===== src/brs_pkg.sv =====
// Purpose: shared constants for the bus ready and reset sync block
// Assumes: one clock, mclk, each rising edge stands for one falling edge of the system clock
// Notes:   input vector indices, reset values and cycle counts live here
//
// Overview of operation
// - init request low forces system reset high
// - init request synchronized, one-two cycle delay
// - two ready sources, each with own enable
// - sync ready sampled: status idle, half-rate high
// - sync ready and enable low assert ready
// - async pair synchronized, evaluated at half-rate high
// - async pair low asserts ready, sync ignored
// - ready held until status low or inputs inactive
// - ready assertion lasts at least two cycles
// - status low releases the ready driver
// - two cycles released for pull-up recovery
// - active reset forces ready two cycles later
// - ready only pulls low or floats
// - half-rate clock is system clock divided two
// - status low in two cycles holds half-rate high
// - strap selects crystal or external frequency source
package brs_pkg;

  // ---------------------------------------------------------------
  // synchronized input vector layout
  // ---------------------------------------------------------------
  localparam int IN_W       = 10;
  localparam int IX_SYNC_READY_N    = 0;
  localparam int IX_SRDYQ   = 1;
  localparam int IX_ASYNC_READY_N    = 2;
  localparam int IX_ARDYQ   = 3;
  localparam int IX_ST0     = 4;
  localparam int IX_ST1     = 5;
  localparam int IX_INIT    = 6;
  localparam int IX_XTAL    = 7;
  localparam int IX_EFI     = 8;
  localparam int IX_STRAP   = 9;

  // idle levels after reset: actives high, init request asserted
  localparam logic [IN_W-1:0] SYNC_INIT = 10'h03f;

  // ---------------------------------------------------------------
  // timing counts in system clock cycles
  // ---------------------------------------------------------------
  localparam int          READY_MIN_CYC   = 2;
  localparam int          RELEASE_CYC     = 2;
  localparam int          STATUS_HIST_CYC = 2;
  localparam logic [1:0]  MIN_LAST        = 2'(READY_MIN_CYC - 1);
  localparam logic [1:0]  REL_LAST        = 2'(RELEASE_CYC - 1);

  // ---------------------------------------------------------------
  // ready driver states
  // ---------------------------------------------------------------
  typedef enum logic [1:0] {
    RDY_IDLE   = 2'b00,
    RDY_PULL   = 2'b01,
    RDY_FLOAT  = 2'b10,
    RDY_FORCED = 2'b11
  } brs_rdy_e;

endpackage : brs_pkg


===== src/brs_phase_if.sv =====
// Purpose: carries bus status activity to the half-rate divider and its phase back
// Assumes: both ends on mclk
// Notes:   statusLow is already synchronized
`timescale 1ns/1ns
`default_nettype none
interface brs_phase_if;
  logic statusLow;
  logic halfRate;

  modport div (input statusLow, output halfRate);
  modport ctl (output statusLow, input halfRate);
endinterface : brs_phase_if
`default_nettype wire


===== src/brs_sync2.sv =====
// Purpose: two flip-flop synchronizer for a vector of pin levels
// Assumes: bits are independent levels
// Notes:   first stage feeds only the second stage
`timescale 1ns/1ns
`default_nettype none
module brs_sync2 #(
  parameter int             W    = 1,
  parameter logic [W-1:0]   INIT = '0
) (
  // clock and reset
  input  wire logic         clk,
  input  wire logic         rst,
  // levels
  input  wire logic [W-1:0] d,
  output logic      [W-1:0] q
);

  logic [W-1:0] stage1_r;
  logic [W-1:0] stage2_r;
  logic [W-1:0] stage1_nxt;
  logic [W-1:0] stage2_nxt;

  always_comb begin
    stage1_nxt = d;
    stage2_nxt = stage1_r;
  end

  always_ff @(posedge clk) begin
    if (rst) begin
      stage1_r <= INIT;
      stage2_r <= INIT;
    end else begin
      stage1_r <= stage1_nxt;
      stage2_r <= stage2_nxt;
    end
  end

  assign q = stage2_r;

endmodule : brs_sync2
`default_nettype wire


===== src/brs_half_rate.sv =====
// Purpose: half-rate phase clock for ready sampling and peripherals
// Assumes: statusLow arrives synchronized
// Notes:   phase realigns during the first bus cycle after reset
`timescale 1ns/1ns
`default_nettype none
module brs_half_rate (
  // clock and reset
  input  wire logic clk,
  input  wire logic rst,
  // phase link
  brs_phase_if.div  ph
);

  logic [brs_pkg::STATUS_HIST_CYC-1:0] hist_r;
  logic [brs_pkg::STATUS_HIST_CYC-1:0] hist_nxt;
  logic                                phase_r;
  logic                                phase_nxt;

  always_comb begin
    hist_nxt = {hist_r[brs_pkg::STATUS_HIST_CYC-2:0], ph.statusLow};
    if (|hist_r) begin
      phase_nxt = 1'b1;
    end else begin
      phase_nxt = ~phase_r;
    end
  end

  always_ff @(posedge clk) begin
    if (rst) begin
      hist_r  <= '0;
      phase_r <= 1'b0;
    end else begin
      hist_r  <= hist_nxt;
      phase_r <= phase_nxt;
    end
  end

  assign ph.halfRate = phase_r;

endmodule : brs_half_rate
`default_nettype wire


===== src/brs_ready_top.sv =====
// Purpose: ready line generation and system reset synchronization
// Assumes: every mclk rising edge stands for one falling system clock edge
// Notes:   ready pin is open drain: out tied low, only the enable moves
`timescale 1ns/1ns
`default_nettype none
module brs_ready_top (
  // clock and reset
  input  wire logic mclk,
  input  wire logic sys_rst,

  // reset request
  input  wire logic init_request_n,
  output logic      sysResetOut,

  // ready sources
  input  wire logic sync_ready_n,
  input  wire logic sync_ready_qualify_n,
  input  wire logic async_ready_n,
  input  wire logic async_ready_qualify_n,

  // bus cycle status
  input  wire logic cycle_status_0_n,
  input  wire logic cycle_status_1_n,

  // open-drain ready line
  input  wire logic readyLineIn,
  output logic      readyLineOut,
  output logic      readyLineOe,
  output logic      readyLineLow,

  // clock source
  input  wire logic source_select_strap,
  input  wire logic external_freq_in,
  input  wire logic crystal_pin_a,
  output logic      crystal_pin_b,
  output logic      sysClockOut,
  output logic      half_rate_clock
);

  // ---------------------------------------------------------------
  // input synchronization
  // ---------------------------------------------------------------
  // all pins are asynchronous here, so the synchronous pair also
  // gets two stages; that adds latency but never metastability
  logic [brs_pkg::IN_W-1:0] pinRaw;
  logic [brs_pkg::IN_W-1:0] pinSync;
  logic                     lineSync;

  always_comb begin
    pinRaw                    = '0;
    pinRaw[brs_pkg::IX_SYNC_READY_N]  = sync_ready_n;
    pinRaw[brs_pkg::IX_SRDYQ] = sync_ready_qualify_n;
    pinRaw[brs_pkg::IX_ASYNC_READY_N]  = async_ready_n;
    pinRaw[brs_pkg::IX_ARDYQ] = async_ready_qualify_n;
    pinRaw[brs_pkg::IX_ST0]   = cycle_status_0_n;
    pinRaw[brs_pkg::IX_ST1]   = cycle_status_1_n;
    pinRaw[brs_pkg::IX_INIT]  = init_request_n;
    pinRaw[brs_pkg::IX_XTAL]  = crystal_pin_a;
    pinRaw[brs_pkg::IX_EFI]   = external_freq_in;
    pinRaw[brs_pkg::IX_STRAP] = source_select_strap;
  end

  brs_sync2 #(
    .W    (brs_pkg::IN_W),
    .INIT (brs_pkg::SYNC_INIT)
  ) u_pinSync (
    .clk (mclk),
    .rst (sys_rst),
    .d   (pinRaw),
    .q   (pinSync)
  );

  brs_sync2 #(
    .W    (1),
    .INIT (1'h1)
  ) u_lineSync (
    .clk (mclk),
    .rst (sys_rst),
    .d   (readyLineIn),
    .q   (lineSync)
  );

  brs_phase_if phase ();

  // ---------------------------------------------------------------
  // decoded levels
  // ---------------------------------------------------------------
  logic statusLow;
  logic syncHit;
  logic asyncHit;
  logic readyHit;
  logic sampleOk;

  always_comb begin
    statusLow = ~pinSync[brs_pkg::IX_ST0] | ~pinSync[brs_pkg::IX_ST1];
    syncHit   = ~pinSync[brs_pkg::IX_SYNC_READY_N] & ~pinSync[brs_pkg::IX_SRDYQ];
    asyncHit  = ~pinSync[brs_pkg::IX_ASYNC_READY_N] & ~pinSync[brs_pkg::IX_ARDYQ];
    // async pair decides alone when it hits
    readyHit  = asyncHit ? 1'b1 : syncHit;
    // one sampling point serves both sources
    sampleOk  = phase.halfRate & ~statusLow;
  end

  // ---------------------------------------------------------------
  // half-rate phase clock
  // ---------------------------------------------------------------
  assign phase.statusLow = statusLow;

  brs_half_rate u_halfRate (
    .clk (mclk),
    .rst (sys_rst),
    .ph  (phase.div)
  );

  assign half_rate_clock = phase.halfRate;

  // ---------------------------------------------------------------
  // system reset generation
  // ---------------------------------------------------------------
  logic sysReset_r;
  logic sysReset_nxt;
  logic resetDly_r;
  logic resetDly_nxt;

  always_comb begin
    // the synchronizer already spends the one or two cycle delay
    sysReset_nxt = ~pinSync[brs_pkg::IX_INIT];
    resetDly_nxt = sysReset_r;
  end

  always_ff @(posedge mclk) begin
    if (sys_rst) begin
      sysReset_r <= 1'b1;
      resetDly_r <= 1'b1;
    end else begin
      sysReset_r <= sysReset_nxt;
      resetDly_r <= resetDly_nxt;
    end
  end

  assign sysResetOut = sysReset_r;

  // ---------------------------------------------------------------
  // ready driver state machine
  // ---------------------------------------------------------------
  brs_pkg::brs_rdy_e st_r;
  brs_pkg::brs_rdy_e st_nxt;
  logic [1:0]        cnt_r;
  logic [1:0]        cnt_nxt;
  logic              pull_r;
  logic              pull_nxt;

  always_comb begin
    st_nxt  = st_r;
    cnt_nxt = cnt_r;
    if (resetDly_r) begin
      // forced ready outranks any pending release
      st_nxt  = brs_pkg::RDY_FORCED;
      cnt_nxt = '0;
    end else begin
      unique case (st_r)
        brs_pkg::RDY_IDLE: begin
          if (sampleOk && readyHit) begin
            st_nxt  = brs_pkg::RDY_PULL;
            cnt_nxt = '0;
          end
        end
        brs_pkg::RDY_PULL: begin
          if (cnt_r != brs_pkg::MIN_LAST) begin
            // minimum width holds even against a new status
            cnt_nxt = cnt_r + 2'h1;
          end else if (statusLow) begin
            st_nxt  = brs_pkg::RDY_FLOAT;
            cnt_nxt = '0;
          end else if (sampleOk && !readyHit) begin
            st_nxt  = brs_pkg::RDY_FLOAT;
            cnt_nxt = '0;
          end
        end
        brs_pkg::RDY_FLOAT: begin
          // no new pull while the pull-up restores the line
          if (cnt_r == brs_pkg::REL_LAST) begin
            st_nxt  = brs_pkg::RDY_IDLE;
            cnt_nxt = '0;
          end else begin
            cnt_nxt = cnt_r + 2'h1;
          end
        end
        brs_pkg::RDY_FORCED: begin
          st_nxt  = brs_pkg::RDY_FLOAT;
          cnt_nxt = '0;
        end
      endcase
    end
    pull_nxt = (st_nxt == brs_pkg::RDY_PULL) ||
               (st_nxt == brs_pkg::RDY_FORCED);
  end

  always_ff @(posedge mclk) begin
    if (sys_rst) begin
      st_r   <= brs_pkg::RDY_FORCED;
      cnt_r  <= '0;
      pull_r <= 1'b1;
    end else begin
      st_r   <= st_nxt;
      cnt_r  <= cnt_nxt;
      pull_r <= pull_nxt;
    end
  end

  // line only ever pulled low or left floating
  assign readyLineOut = 1'b0;
  assign readyLineOe  = pull_r;
  assign readyLineLow = ~lineSync;

  // ---------------------------------------------------------------
  // clock source selection
  // ---------------------------------------------------------------
  // the strap is caught while system reset stands, once the synchronizer
  // holds the pin level; changing it live is ignored
  logic strap_r;
  logic strap_nxt;
  logic strapTaken_r;
  logic strapTaken_nxt;
  logic sysClk_r;
  logic sysClk_nxt;
  logic xtalDrive_r;
  logic xtalDrive_nxt;

  always_comb begin
    strap_nxt      = strap_r;
    strapTaken_nxt = strapTaken_r | ~sysReset_r;
    if (!strapTaken_r) begin
      strap_nxt = pinSync[brs_pkg::IX_STRAP];
    end
    if (strap_r) begin
      sysClk_nxt = pinSync[brs_pkg::IX_EFI];
    end else begin
      sysClk_nxt = pinSync[brs_pkg::IX_XTAL];
    end
    // inverting stage toward the crystal, unused with external source
    xtalDrive_nxt = ~pinSync[brs_pkg::IX_XTAL] & ~strap_r;
  end

  always_ff @(posedge mclk) begin
    if (sys_rst) begin
      strap_r      <= 1'b0;
      strapTaken_r <= 1'b0;
      sysClk_r     <= 1'b0;
      xtalDrive_r  <= 1'b0;
    end else begin
      strap_r      <= strap_nxt;
      strapTaken_r <= strapTaken_nxt;
      sysClk_r     <= sysClk_nxt;
      xtalDrive_r  <= xtalDrive_nxt;
    end
  end

  assign sysClockOut   = sysClk_r;
  assign crystal_pin_b = xtalDrive_r;

endmodule : brs_ready_top
`default_nettype wire


===== config.mk =====
export PLATFORM = sky130hd
export DESIGN_NAME = brs_ready_top
export DESIGN_NICKNAME = d
export VERILOG_FILES = /design/src/brs_pkg.sv /design/src/brs_phase_if.sv /design/src/brs_sync2.sv /design/src/brs_half_rate.sv /design/src/brs_ready_top.sv
export SDC_FILE = /design/constraint.sdc
export NUM_CORES = 1
export LEC_CHECK = 0
export ABC_AREA = 1
export BUFFER_PORTS_ARGS = -buffer_cell sky130_fd_sc_hd__buf_2
export CAP_MARGIN = 5
export CORE_ASPECT_RATIO = 1.1
export CORE_UTILIZATION = 30
export CTS_CLUSTER_SIZE = 28
export DETAILED_ROUTE_END_ITERATION = 16
export SLEW_MARGIN = 20
export SYNTH_ARGS = -nofsm -noshare
export SYNTH_HDL_FRONTEND = slang
export SYNTH_SLANG_ARGS = --single-unit

===== constraint.sdc =====
create_clock -name mclk -period 1.49 [get_ports mclk]
set_input_delay 0.0745 -clock mclk [delete_from_list [all_inputs] [get_ports mclk]]
set_output_delay 0.0745 -clock mclk [all_outputs]
set_load 0.01 [all_outputs]

After elaboration in Yosys (flattened, before gate mapping)
Index checks and enable logic that the tools add are counted.
{"block": "totals", "wordCells": 68, "reg_bits": 36}
{"block": "classes", "n_eq_ne": 9, "reduce_logical": 8, "n_addsub": 1, "bitwise_logic": 19, "n_mux": 16}
{"operator": "two-way mux 2 bit", "count": 11}
{"operator": "case mux 2 bit (4 select lines)", "count": 2}
{"operator": "inverter 1 bit", "count": 13}
{"operator": "equality test 2 x 1 -> 1 bit, second input constant", "count": 3}
{"operator": "equality test 2 bit, second input constant", "count": 3}
{"operator": "bitwise AND 1 bit", "count": 4}
{"operator": "!= test 4 x 3 -> 1 bit, second input constant", "count": 1}
{"operator": "OR reduction 2 bit", "count": 2}
{"operator": "two-way mux 1 bit", "count": 3}
{"operator": "adder 2 x 1 -> 2 bit, second input constant", "count": 1}
{"operator": "logical AND 1 bit", "count": 2}
{"operator": "zero test 2 bit", "count": 1}
{"operator": "!= test 2 x 1 -> 1 bit, second input constant", "count": 1}
{"operator": "!= test 2 bit, second input constant", "count": 1}
{"operator": "bitwise OR 1 bit", "count": 2}
{"operator": "AND reduction 2 bit", "count": 1}
{"operator": "zero test 1 bit", "count": 1}
{"operator": "logical OR 1 bit", "count": 1}

Depth between registers and ports, before layout
{"block": "logic_depth", "depth_word": 12, "depth_mapped": 8}

Modules after synthesis
Synthesis repeated with hierarchy kept, for this count alone.
{"block": "hier_totals", "cells_unflattened": 154, "area_unflattened_um2": 1258.7}
{"module": "brs_sync2 (u_pinSync)", "area_per_inst_um2": 576.8, "cells_per_inst": 63, "instances": 1}
{"module": "brs_ready_top", "area_per_inst_um2": 539.3, "cells_per_inst": 75, "instances": 1}
{"module": "brs_half_rate", "area_per_inst_um2": 83.8, "cells_per_inst": 9, "instances": 1}
{"module": "brs_sync2 (u_lineSync)", "area_per_inst_um2": 58.8, "cells_per_inst": 7, "instances": 1}

Least setup slack after synthesis
Ideal clock, no wire load.
{"block": "synth_path", "path_type": "register -> register", "startpoint": "register readyLineOe (netlist name)", "endpoint": "register st_r[1]", "t_required_ns": 1.377, "path_buffers": 0, "t_arrival_ns": 1.133, "stages_incl_launch_ff": 9, "path_slack_ns": 0.244, "cell_sequence": "dfxtp_1 inv_1 ha_1 nor2_1 nand2_1 a21oi_2 nand2_1 nand2_1 nand2_1"}
{"item": "end signal, assigned", "line": "brs_ready_top.sv:201", "rtl": "st_r <= brs_pkg::RDY_FORCED;"}
{"item": "end signal, assigned", "line": "brs_ready_top.sv:205", "rtl": "st_r <= st_nxt;"}
{"item": "end, declared", "line": "brs_ready_top.sv:146", "rtl": "brs_pkg::brs_rdy_e st_r;"}

Worst setup path in the final report
{"block": "layout_path", "startpoint": "register st_r[1]", "endpoint": "register st_r[1]"}
{"block": "layout_between", "elab_chain_cells": 5}
{"item": "two-way mux 2 bit", "line": "brs_ready_top.sv:175", "rtl": "end else if (sampleOk && !readyHit) begin"}
{"item": "two-way mux 2 bit", "line": "brs_ready_top.sv:172", "rtl": "end else if (statusLow) begin"}
{"item": "two-way mux 2 bit", "line": "brs_ready_top.sv:169", "rtl": "if (cnt_r != brs_pkg::MIN_LAST) begin"}
{"item": "case mux 2 bit (4 select lines) (*)", "line": "brs_ready_top.sv:161", "rtl": "unique case (st_r)"}
{"item": "two-way mux 2 bit (*)", "line": "brs_ready_top.sv:156", "rtl": "if (resetDly_r) begin"}
Mark *: on every way between the ends. The rest lies on a longest branch, timed or not.
A chain may end at the register's enable or synchronous reset.

==> flow_summary_export.csv <==
group,metric,value,unit
status,run_status,"completed",
die,placementRows,24,
worst_setup_path,timing.critical_path.arrival,1470,ps
placed_design,place.port_buffers,18,
grt,grt_start_max_net_pins,30,
cts,cts.reportedPaths.clkPinSlew,70,ps
placed_design,final_weighted_congestion_of_routability_driven_global_placement,0.835,
power,net-switching-power,360,uW
worst_setup_path,crit_path_cell_trace,"inv_1 -> ha_1 -> nor2_1 -> nand2_1 -> a21oi_2 -> nand2_1 -> nand2_1 -> nand2_1",
synthesis,ys_seq_elements,35,
job,drv.max_cap_violation_count,0,
timing,fin_tns_setup,0,ps
worst_setup_path,cp_slowest_cell,"sky130_fd_sc_hd__dfxtp_1",
die,core,3960,sq um
power,peak_ir_drop_on_the_vdd_network,0.000605,V
power,power_report.internal_total,1400,uW
timing,min_period_over_period,87.5,%
synthesis,share_of_the_synthesized_area_in_the_top_cell_type,56.3,%
placed_design,placedInstanceArea,1380,sq um
worst_setup_path,worst_path_most_repeated_cell,"sky130_fd_sc_hd__nand2_1",
cts,cts_made_buffers,5,
route,drt-pass1-iter-count,4,
worst_setup_path,timing_worst_setup_path_type,"register to register",
cts,clock-root-buffer,"sky130_fd_sc_hd__clkbuf_8",
cells_and_area,syn_to_final_growth,26.6,%
worst_setup_path,startpoint_type,"register",
die,die_h,69.6,microns
timing,finalMaxSlewViolations,0,
cts,clk-insertion-delay-late,280,ps
worst_setup_path,timing.rr.end,"st_r[1]$_SDFF_PP1_",
die,floorplan.io_pins,20,
placed_design,dp_hpwl,1120,microns
route,drt-vias-per-instance,3.74,
cells_and_area,post_route_cells_drive_above_1_share,25.1,%
power,power.share.combinational,6.1,%
min_path,holdPathEnd,"u_pinSync.stage1_r[6]$_SDFF_PP0_",
cts,htreeDepth,2,
synthesis,synth_area,1240,sq um
power,leakage,0.000779,uW
power,share_clk_of_total_power,37.7,%
synthesis,synthTopCellsByArea,"sky130_fd_sc_hd__dfxtp_1 (56%), sky130_fd_sc_hd__inv_1 (6.6%), sky130_fd_sc_hd__nand2_1 (6.0%), sky130_fd_sc_hd__nor2_1 (5.1%), sky130_fd_sc_hd__ha_1 (5.0%)",
route,route.antenna.remaining_nets,0,
route,avgRoutedWirePerCell,7.56,microns
cells_and_area,antenna_cells,0,
route,routed_wirelength,1690,microns
synthesis,yosysSeqAreaShare,56.3,%
worst_setup_path,worstPathMaxFanout,5,
synthesis,share_of_flip_flops_with_an_asynchronous_set_or_reset,0,%
power,power.density,1110,nW/um^2
worst_setup_path,setup.reg_to_reg.worst_slack,190,ps
timing,final-hold-violation-count,0,
synthesis,yosys.cell_types.count,24,
grt,global_route_wire_length_before_repair,3060,microns
cts,max-clock-path-buffers,2,
cts,cts.sink_count,35,
grt,vias_in_the_first_global_route,779,
power,sequentialPowerShare,56.2,%
synthesis,synth_enable_flop_cells,0,
synthesis,post_synth_inst_count,139,
min_path,hp-class,"primary input to register",
timing,timing.clock.skew,4.72,ps
worst_setup_path,ff2ff_path_depth,8,
worst_setup_path,worst-endpoint-required,1660,ps
synthesis,yosys_warnings,0,
min_path,timing.hold.worst.start,"sys_rst",
timing,grt_setup_unrepaired,"no",
cells_and_area,finish.instance_area,1580,sq um
worst_setup_path,timing.critical_path.from,"st_r[1]$_SDFF_PP1_",
die,design.die.area,4410,sq um
synthesis,synth_nets,157,
synthesis,postSynth.topFlopCell,"sky130_fd_sc_hd__dfxtp_1",
min_path,hold-path-cell-count,2,
timing,timing.fmax,767,MHz
die,start_util,31.4,%
power,netSwitchingFraction,20.5,%
route,detailroute.via_count,835,
route,detail_route.drc_violations,0,
worst_setup_path,worstReg2RegStart,"st_r[1]$_SDFF_PP1_",
cts,cts_tree,"built",
worst_setup_path,endpoint_type_of_the_worst_setup_path,"register",
synthesis,cell_taking_the_most_area_after_synthesis,"sky130_fd_sc_hd__dfxtp_1",
timing,setup_viol_count_final,0,
grt,initial_antenna_violation_count,0,
die,die_width,63.4,microns
cells_and_area,final_net_count,189,
route,drt_iter0_markers,11,
timing,finalWorstPathRequiredPeriod,1300,ps
grt,grt_usage,9.27,%
worst_setup_path,slowest_delay,410,ps
grt,globalRoute.totalOverflow,0,
synthesis,average_cell_area_after_synthesis,8.96,sq um
[repair_timing]
| item | in CTS | in global routing |
|---|---|---|
| setup endpoints to repair | 0 | 0 |
| endpoints found under the hold margin | 11 | 0 |
| hold buffers | 11 | 0 |
| gates resized for setup | 0 | 0 |
| buffers inserted | 0 | 0 |
[Yosys cell counts (all sizes together) (2+ instances only)]
cell / number
dfxtp: 35
nand3: 5
ha: 5
buf: 3
or2: 15
inv: 23
a21oi: 4
nand2: 23
o21ai: 2
nor2: 20
[logic make-up after synthesis]
family / synth area share (%)
compound gates: 3.32
fa+ha+maj: 5.03
buf+inv: 8.64
flops: 56.3
other cells: 0.301
simple gates: 26.4
[sequential cells by signal, summed over array words and instances, names as in the netlist]
name,flops
u_lineSync.stage1_r,1
u_pinSync.stage1_r,10
u_halfRate.ph.halfRate,1
u_pinSync.q,10
st_r,1
strap_r,1
resetDly_r,1
u_lineSync.q,1
strapTaken_r,1
sysClockOut,1
sysResetOut,1
cnt_r,2
crystal_pin_b,1
readyLineOe,1
u_halfRate.hist_r,2
[how the worst max path moves through the flow]
stage / slack [ps] / endpoint / depth (start not counted)
3_5_place_dp: 180 / st_r[1]$_SDFF_PP1_ / 8
4_1_cts: 170 / st_r[1]$_SDFF_PP1_ / 8
6_report: 190 / st_r[1]$_SDFF_PP1_ / 8
2_1_floorplan: 240 / st_r[1]$_SDFF_PP1_ / 8
5_1_grt: 40 / st_r[1]$_SDFF_PP1_ / 8
3_3_place_gp: 230 / st_r[1]$_SDFF_PP1_ / 8
[power groups by stage]
stage	combinational, uW	sequential (uW)	clock [uW]
6_report	107	987	661
4_1_cts	109	987	684
3_5_place_dp	87.2	1010	0
3_3_place_gp	86.6	1010	0
2_1_floorplan	57.4	1010	0
5_1_grt	124	991	728
[layout make-up]
class | count | area [sq um]
clock inverters | 1 | 5.00
inverters | 23 | 86.3
clock buffers | 6 | 82.6
flip-flops and latches | 35 | 701
repair buffers | 29 | 200
fillers | 410 | 2390
well taps | 52 | 65.1
multi-input cells | 77 | 437
[critical path: cells and delay by family (launching register included)]
family,cells,cell delay [ps]
AO/OA/AOI/OAI,1,120
adder cells (fa/ha/maj),1,220
buffers and inverters,1,100
flip-flops,1,410
AND/OR/NAND/NOR,5,340
[layer usage]
layer	GRT usage, %	up-vias	wire [microns]
met5	0	-	0
met4	6.06	0	47
met3	4.28	6	106
met2	15.4	19	788
met1	9.16	341	744
li1	-	469	-
[placed cells by master (no fill, tap or decap)]
master | synthesis | routed
sky130_fd_sc_hd__a21oi_1 | 3 | 3
sky130_fd_sc_hd__a21oi_2 | 1 | 1
sky130_fd_sc_hd__buf_2 | 2 | 18
sky130_fd_sc_hd__clkbuf_8 | 0 | 6
sky130_fd_sc_hd__clkinv_2 | 0 | 1
sky130_fd_sc_hd__conb_1 | 1 | 1
sky130_fd_sc_hd__dfxtp_1 | 35 | 35
sky130_fd_sc_hd__dlygate4sd3_1 | 0 | 11
sky130_fd_sc_hd__ha_1 | 5 | 5
sky130_fd_sc_hd__inv_1 | 22 | 22
sky130_fd_sc_hd__inv_2 | 1 | 1
sky130_fd_sc_hd__nand2_1 | 20 | 20
sky130_fd_sc_hd__nand2_2 | 3 | 3
sky130_fd_sc_hd__nand3_1 | 3 | 3
sky130_fd_sc_hd__nand3_2 | 2 | 2
sky130_fd_sc_hd__nor2_1 | 17 | 17
sky130_fd_sc_hd__nor2_2 | 1 | 1
sky130_fd_sc_hd__nor2_4 | 1 | 1
sky130_fd_sc_hd__nor2_8 | 1 | 1
sky130_fd_sc_hd__nor3_1 | 1 | 1
sky130_fd_sc_hd__o211ai_1 | 1 | 1
sky130_fd_sc_hd__o21ai_0 | 1 | 1
sky130_fd_sc_hd__o21ai_1 | 1 | 1
sky130_fd_sc_hd__or2_1 | 7 | 7
sky130_fd_sc_hd__or2_2 | 8 | 8
[per-stage QoR]
step,power [uW],worst slack (ps),std cells,utilization [%],hold slack [ps]
after CTS,1780,170,223,39.8,243
after detailed placement,1100,182,205,34.8,254
after global routing,1840,42.0,223,39.8,278
after global placement,1090,232,205,34.8,254
final,1760,187,223,39.8,232
after floorplan,1070,244,139,-,172
No activity file was read; power rests on OpenSTA's default activity.
